===== config.mk =====
export PLATFORM = sky130hd
export DESIGN_NAME = echo_receive_stop_control
export DESIGN_NICKNAME = d
export VERILOG_FILES = /design/src/rtl/echo_rx_pkg.sv /design/src/rtl/stop_event_manager.sv /design/src/rtl/echo_receive_stop_control.sv
export VERILOG_INCLUDE_DIRS = /design/src /design/src/rtl
export SDC_FILE = /design/constraint.sdc
export NUM_CORES = 1
export LEC_CHECK = 0
export ABC_AREA = 1
export ABC_CLOCK_PERIOD_IN_PS = 3600
export BUFFER_PORTS_ARGS = -buffer_cell sky130_fd_sc_hd__buf_2
export CORE_MARGIN = 2
export CORE_UTILIZATION = 60
export CTS_BUF_LIST = sky130_fd_sc_hd__clkbuf_4
export CTS_CLUSTER_DIAMETER = 150
export CTS_CLUSTER_SIZE = 10
export DETAILED_ROUTE_END_ITERATION = 10
export PLACE_DENSITY = 0.88
export SLEW_MARGIN = 20
export SYNTH_ARGS = -nofsm -noshare
export SYNTH_HDL_FRONTEND = slang
export SYNTH_SLANG_ARGS = --single-unit

===== constraint.sdc =====
create_clock -name clk_i -period 3.6 [get_ports clk_i]
set_input_delay 0 -clock clk_i [delete_from_list [all_inputs] [get_ports clk_i]]
set_output_delay 0 -clock clk_i [all_outputs]
set_load 0.05 [all_outputs]

===== src/rtl/echo_rx_params.svh =====
// constants for the echo receive stop control block
`ifndef ECHO_RX_PARAMS_SVH
`define ECHO_RX_PARAMS_SVH
`define GAIN_W 3
`define THLD_W 3
`define AZ_W 8
`define NUM_RX_W 3
`define AZ_DUR_RST 8'h10
`define START_NS 1000
`define CLK_NS 25
`define START_CYC (((`START_NS) + (`CLK_NS) - 1) / (`CLK_NS))
`define START_CYC_W 6
`define RECEIVE_MODE_SINGLE 1'h0
`define RECEIVE_MODE_MULTI 1'h1
`define LISTEN_MAX_W 16
`endif


===== src/rtl/echo_rx_pkg.sv =====
// types for the echo receive stop control block
package echo_rx_pkg;
	typedef enum logic [2:0] {
		ST_SLEEP,
		ST_START,
		ST_AUTOZERO,
		ST_LISTEN,
		ST_DONE
	} seq_state_type;

	typedef struct packed {
		logic first_amp_feedback_select;
		logic first_amp_bypass;
		logic [2:0] second_stage_gain;
		logic second_stage_bypass;
		logic [2:0] echo_threshold_code;
	} receive_gain_config_reg_type;

	typedef struct packed {
		logic first_amp_cap_fb_en;
		logic first_amp_enable;
		logic first_amp_route_around;
		logic [7:0] second_stage_gain_onehot;
		logic second_stage_enable;
		logic second_stage_route_around;
		logic [7:0] threshold_dac_sel;
	} analog_ctrl_type;
endpackage : echo_rx_pkg


===== src/rtl/stop_event_manager.sv =====
// stop pulse event manager: qualification and counting
`timescale 1ns/1ps
`include "echo_rx_params.svh"
module stop_event_manager (
	input wire logic clk_i,
	input wire logic sys_rst_i,
	input wire logic clear_i,
	input wire logic enable_i,
	input wire logic receive_mode_i,
	input wire logic [`NUM_RX_W-1:0] num_rx_i,
	input wire logic threshold_hit_i,
	input wire logic zero_cross_i,
	output logic stop_o,
	output logic limit_reached_o
);
	logic qualified;
	logic [`NUM_RX_W:0] count;
	logic zc_prev;
	logic zc_rise;
	logic [`NUM_RX_W:0] limit;

	assign zc_rise = zero_cross_i & ~zc_prev;
	// single echo mode stops after one pulse
	assign limit = (receive_mode_i == `RECEIVE_MODE_SINGLE) ? {{`NUM_RX_W{1'b0}}, 1'b1} :
		{1'b0, num_rx_i};
	assign limit_reached_o = (count >= limit);

	always_ff @(posedge clk_i) begin
		if (sys_rst_i) begin
			zc_prev <= 1'b0;
		end else begin
			zc_prev <= zero_cross_i;
		end
	end

	always_ff @(posedge clk_i) begin
		if (sys_rst_i || clear_i) begin
			qualified <= 1'b0;
		end else if (enable_i && threshold_hit_i) begin
			qualified <= 1'b1;
		end
	end

	always_ff @(posedge clk_i) begin
		if (sys_rst_i || clear_i) begin
			count <= '0;
			stop_o <= 1'b0;
		end else if (enable_i && qualified && zc_rise && !limit_reached_o) begin
			count <= count + 1'b1;
			stop_o <= 1'b1;
		end else begin
			stop_o <= 1'b0;
		end
	end
endmodule : stop_event_manager


===== src/rtl/echo_receive_stop_control.sv =====
// receive chain control and measurement sequencer
`timescale 1ns/1ps
`include "echo_rx_params.svh"
// How it works
// - feedback bit 0 selects capacitive feedback
// - feedback bit 1 drops capacitor, resistive
// - first bypass disables and routes around
// - gain field picks 0 to 21 dB
// - second bypass disables and routes around
// - auto-zero runs at each receive start
// - auto-zero length from duration field
// - threshold code picks one of eight
// - stop pulses limited to programmed count in multiple mode, to one in single mode
// - mode bit picks single or multiple
// - threshold crossing while listening qualifies all later zero-crosses
// - qualified zero-cross emits stop pulse
// - trigger starts, device emits start pulse
// - after measurement return to sleep
module echo_receive_stop_control (
	input wire logic clk_i,
	input wire logic sys_rst_i,
	input wire echo_rx_pkg::receive_gain_config_reg_type receive_gain_config_reg_i,
	input wire logic [`AZ_W-1:0] offset_cancel_duration_i,
	input wire logic [`NUM_RX_W-1:0] num_rx_i,
	input wire logic receive_mode_i,
	input wire logic [`LISTEN_MAX_W-1:0] listen_timeout_i,
	input wire logic trigger_i,
	input wire logic threshold_hit_i,
	input wire logic zero_cross_i,
	output echo_rx_pkg::analog_ctrl_type analog_ctrl_o,
	output logic autozero_o,
	output logic start_o,
	output logic stop_o,
	output logic busy_o
);
	echo_rx_pkg::seq_state_type state;
	echo_rx_pkg::seq_state_type next_state;
	echo_rx_pkg::analog_ctrl_type next_ctrl;
	logic [`LISTEN_MAX_W-1:0] timer;
	logic [`LISTEN_MAX_W-1:0] next_timer;
	logic trig_prev;
	logic trig_rise;
	logic clear_em;
	logic em_enable;
	logic limit_reached;

	function automatic logic [7:0] onehot8(input logic [2:0] code);
		onehot8 = 8'h01 << code;
	endfunction : onehot8

	// ----------------------------------------
	// analog configuration decode
	// ----------------------------------------
	always_comb begin
		next_ctrl.first_amp_cap_fb_en = ~receive_gain_config_reg_i.first_amp_feedback_select;
		next_ctrl.first_amp_enable = ~receive_gain_config_reg_i.first_amp_bypass;
		next_ctrl.first_amp_route_around = receive_gain_config_reg_i.first_amp_bypass;
		next_ctrl.second_stage_gain_onehot =
			onehot8(receive_gain_config_reg_i.second_stage_gain);
		next_ctrl.second_stage_enable = ~receive_gain_config_reg_i.second_stage_bypass;
		next_ctrl.second_stage_route_around = receive_gain_config_reg_i.second_stage_bypass;
		next_ctrl.threshold_dac_sel = onehot8(receive_gain_config_reg_i.echo_threshold_code);
	end

	always_ff @(posedge clk_i) begin
		if (sys_rst_i) begin
			analog_ctrl_o <= '0;
		end else begin
			analog_ctrl_o <= next_ctrl;
		end
	end

	// ----------------------------------------
	// measurement sequencer
	// ----------------------------------------
	assign trig_rise = trigger_i & ~trig_prev;

	always_ff @(posedge clk_i) begin
		if (sys_rst_i) begin
			trig_prev <= 1'b0;
		end else begin
			trig_prev <= trigger_i;
		end
	end

	always_comb begin
		next_state = state;
		next_timer = timer;
		case (state)
			echo_rx_pkg::ST_SLEEP: begin
				if (trig_rise) begin
					next_state = echo_rx_pkg::ST_START;
					next_timer = '0;
				end
			end
			echo_rx_pkg::ST_START: begin
				if (timer == `LISTEN_MAX_W'(`START_CYC - 1)) begin
					next_state = echo_rx_pkg::ST_AUTOZERO;
					next_timer = '0;
				end else begin
					next_timer = timer + 1'b1;
				end
			end
			echo_rx_pkg::ST_AUTOZERO: begin
				// zero duration still gives one cycle
				if (timer[`AZ_W-1:0] + 1'b1 >= offset_cancel_duration_i) begin
					next_state = echo_rx_pkg::ST_LISTEN;
					next_timer = '0;
				end else begin
					next_timer = timer + 1'b1;
				end
			end
			echo_rx_pkg::ST_LISTEN: begin
				if (limit_reached || timer >= listen_timeout_i) begin
					next_state = echo_rx_pkg::ST_DONE;
				end else begin
					next_timer = timer + 1'b1;
				end
			end
			echo_rx_pkg::ST_DONE: begin
				next_state = echo_rx_pkg::ST_SLEEP;
			end
			default: begin
				next_state = echo_rx_pkg::ST_SLEEP;
			end
		endcase
	end

	always_ff @(posedge clk_i) begin
		if (sys_rst_i) begin
			state <= echo_rx_pkg::ST_SLEEP;
			timer <= '0;
		end else begin
			state <= next_state;
			timer <= next_timer;
		end
	end

	assign start_o = (state == echo_rx_pkg::ST_START);
	assign autozero_o = (state == echo_rx_pkg::ST_AUTOZERO);
	assign busy_o = (state != echo_rx_pkg::ST_SLEEP);
	assign clear_em = (state == echo_rx_pkg::ST_START);
	assign em_enable = (state == echo_rx_pkg::ST_LISTEN);

	// ----------------------------------------
	// event manager
	// ----------------------------------------
	stop_event_manager u_events (
		.clk_i(clk_i),
		.sys_rst_i(sys_rst_i),
		.clear_i(clear_em),
		.enable_i(em_enable),
		.receive_mode_i(receive_mode_i),
		.num_rx_i(num_rx_i),
		.threshold_hit_i(threshold_hit_i),
		.zero_cross_i(zero_cross_i),
		.stop_o(stop_o),
		.limit_reached_o(limit_reached)
	);
endmodule : echo_receive_stop_control


==> flow_summary.yaml <==
status:
  outcome: "finished, final reports clean"
pwr:
  p_per_area_nw_per_um2: 442
  p_leak_nw: 1.93
  swShare_pct: 42.6
  total_power_mw: 1.56
  seq_power_share_pct: 38.0
  clkPwrFrac_pct: 21.8
  p_sw_uw: 664
  internal-power_uw: 896
  combPwrFrac_pct: 40.2
  irDropWorstVdd_uv: 475
finish:
  finalNetCount: 575
  final-instance-count-excl-fill: 559
  area_growth_pct: 21.5
  antenna_cells: 0
  n_fill_cell: 355
  drive_above_1_share_pct: 18.6
synthesis:
  synth.ff_latch_count: 48
  ys_top_cells_by_area: "dfxtp_1 33%, ha_1 13%, nand2_1 12%"
  synth_cell_types: 30
  ys.flop_type: "dfxtp_1"
  synthCells: 418
  postSynthAreaPerCell_um2: 6.94
  synth.yosys.warnings: 0
  ys_seq_area_share_pct: 33.1
  ys_async_sr_fraction_pct: 0
  syn_nets: 489
  yosys.area.top_type: "dfxtp_1"
  synth_top_area_share_pct: 33.1
  syn_area_um2: 2900
  synth_edf_count: 0
detailed_routing:
  drtAntennaViolNets: 0
  drt_iter0_markers: 204
  wl_per_cell_um: 12.2
  drt_pass1_iterations: 4
  wl_um: 6800
  vias: 2872
  drc: 0
  vias_per_cell: 5.14
worst_setup_path:
  cpMaxStageDelayCell: "dfxtp_1"
  reg2reg_to: "timer[13]"
  start_kind: "flop"
  path_cells: "ha_1 > nand3_1 > inv_1 > nand3_1 > xnor2_1 > ha_1 > nand2_1 > nor2_1 > nand4_1 > nand4_1 > nand2_2 > o21ai_4 > nor2_1"
  cp_max_fo: 10
  required_ns: 3.88
  path_class: "reg2reg"
  crit_arrival_ns: 2.97
  rrSetupSlack_ns: 0.91
  r2r-start: "timer[0]"
  cpPeakStageDelay_ns: 0.42
  r2r.worst_path.cells: 13
  cp-end-kind: "flop"
clock_network:
  cts_tree: "yes"
  numCtsBuffers: 5
  clkSinkCount: 48
  clockRootBuffer: "clkbuf_4"
  clk_latency_ns: 0.38
  clkTransAtPathRegs_ns: 0.16
  clockBufferDepth: 2
  cts_setup_buffers: 0
  htreeDepth: 2
global_routing:
  grt-ovfl-total: 0
  grt_use_total_pct: 26.4
  grt_pass1_vias: 2591
  grt_pass1_wl_um: 11200
  antenna_found_initial: 0
  grt_max_degree: 19
timing:
  setup_viol: 0
  timing.hold.ws_ns: 0.251
  period_share_pct: 74.8
  finalHoldViolCount: 0
  max-slew-margin-rel_pct: 65.9
  fin_tns_setup_ns: 0
  period_needed_ns: 2.69
  fmax_ghz: 0.371
  skew_ns: 0.0133
  worst_pin_slew_ns: 0.511
  rsz0062_at_grt: "no"
  maxSlewViolCount: 0
die:
  initial_core_util_pct: 61.9
  die-area_um2: 5410
  pin_count: 67
  die_h_um: 73.6
  core_um2: 4690
  rows: 25
  die_width_um: 73.6
min_path:
  holdCritPathClass: "in2reg"
  hold_end: "u_events.stop_o"
  min_from: "num_rx_i[2]"
  holdPathStages: 8
job:
  cap_violations: 0
placement:
  placed_cells_incl_taps: 533
  dp_hpwl_um: 4790
  gp_congestion: 0.839
  port_buffers: 66
==> Yosys cell counts, types with 3 or more instances <==
library cell and number:
a21oi_1 19, dfxtp_1 48, ha_1 29, inv_1 80
nand2_1 93, nand2_2 5, nand3_1 26, nand4_1 8
nor2_1 48, nor2_2 6, nor3_1 19, o21ai_0 4
xnor2_1 3, xor2_1 9
==> state kept, by name (all words and copies together), names as in the netlist <==
name                flops
u_events.qualified      1
u_events.stop_o         1
timer                  16
state                   3
u_events.count          4
u_events.zc_prev        1
trig_prev               1
analog_ctrl_o          21
==> area by class of cell <==
cell class                      instances  area, µm²  area share (%)
Timing Repair Buffer                   84        510            14.5
Inverter                               80        300            8.51
Tap cell                               54       67.6            1.92
Sequential cell                        48        961            27.2
Clock buffer                            5       37.5            1.06
Multi-Input combinational cell        285       1600            45.5
Clock inverter                          3       46.3            1.31
==> cell families after synthesis <==
| kind of cell | count (synthesis) | share of synthesized area (%) |
|---|---|---|
| AO/OA/AOI/OAI | 30 | 6.16 |
| XOR/XNOR | 12 | 3.62 |
| adder cells (fa/ha/maj) | 29 | 12.5 |
| buffers and inverters | 85 | 11.6 |
| flip-flops | 48 | 33.1 |
| AND/OR/NAND/NOR | 214 | 33.0 |
==> per-layer routing <==
metal	share of wire, %	track usage [%]	routed length (µm)
met3	5.0	5.35	343
met5	0	0	0
met2	50	44.7	3380
met4	3.3	11.3	225
met1	42	32.5	2850
==> placed cells by master (no fill, tap or decap), types with 2 or more instances in the layout <==
cell type / instances
or2_2: 2
inv_1: 80
nand3_1: 26
xor2_1: 9
nor2_1: 48
nand2_1: 93
a21oi_1: 19
ha_1: 29
o21ai_0: 4
nor3_1: 19
nand2_2: 5
dlygate4sd3_1: 18
buf_2: 66
dfxtp_1: 48
nor4_1: 2
a21o_1: 2
nand4_1: 8
xnor2_1: 3
clkbuf_4: 5
nor2_2: 6
==> power groups by stage <==
stage / Combinational (mW) / Sequential (mW) / Clock, mW
2_1_floorplan: 0.462 / 0.626 / 0
3_3_place_gp: 0.586 / 0.602 / 0
3_5_place_dp: 0.602 / 0.604 / 0
4_1_cts: 0.619 / 0.592 / 0.339
5_1_grt: 0.696 / 0.595 / 0.361
6_report: 0.627 / 0.592 / 0.341
==> worst max-delay path: cells and delay by family (launching register included) <==
kind                       cells  cell delay, ns
AOI/OAI and AO/OA              1            0.37
adders and majority gates      2            0.50
buffers and inverters          1            0.12
DFF                            1            0.42
xor gates and xnor gates       1            0.17
and+or+nand+nor                8            1.01
==> metrics by stage <==
step                util, %  worst slack, ns  instance area [µm²]
finish                 75.2            0.906                 3530
global route           75.2            0.660                 3530
CTS                    75.2            0.942                 3530
detailed placement     69.5            0.964                 3260
global placement       69.5             1.08                 3260
floorplan                 -             1.30                 2900
==> how the worst max path moves through the flow <==
stage | from | endpoint | slack, ns | depth (start not counted)
global route | timer[0] | timer[13] | 0.66 | 13
global placement | timer[0] | timer[14] | 1.08 | 13
detailed placement | timer[0] | timer[13] | 0.96 | 13
floorplan | timer[0] | timer[0] | 1.30 | 13
CTS | timer[0] | timer[13] | 0.94 | 13
finish | timer[0] | timer[13] | 0.91 | 13
==> repair_timing <==
item / CTS / global route
resized for setup: 0 / 0
endpoints found under the hold margin: 27 / 0
hold buffers: 18 / 0
Note: power is estimated with default switching activity, not from simulation.
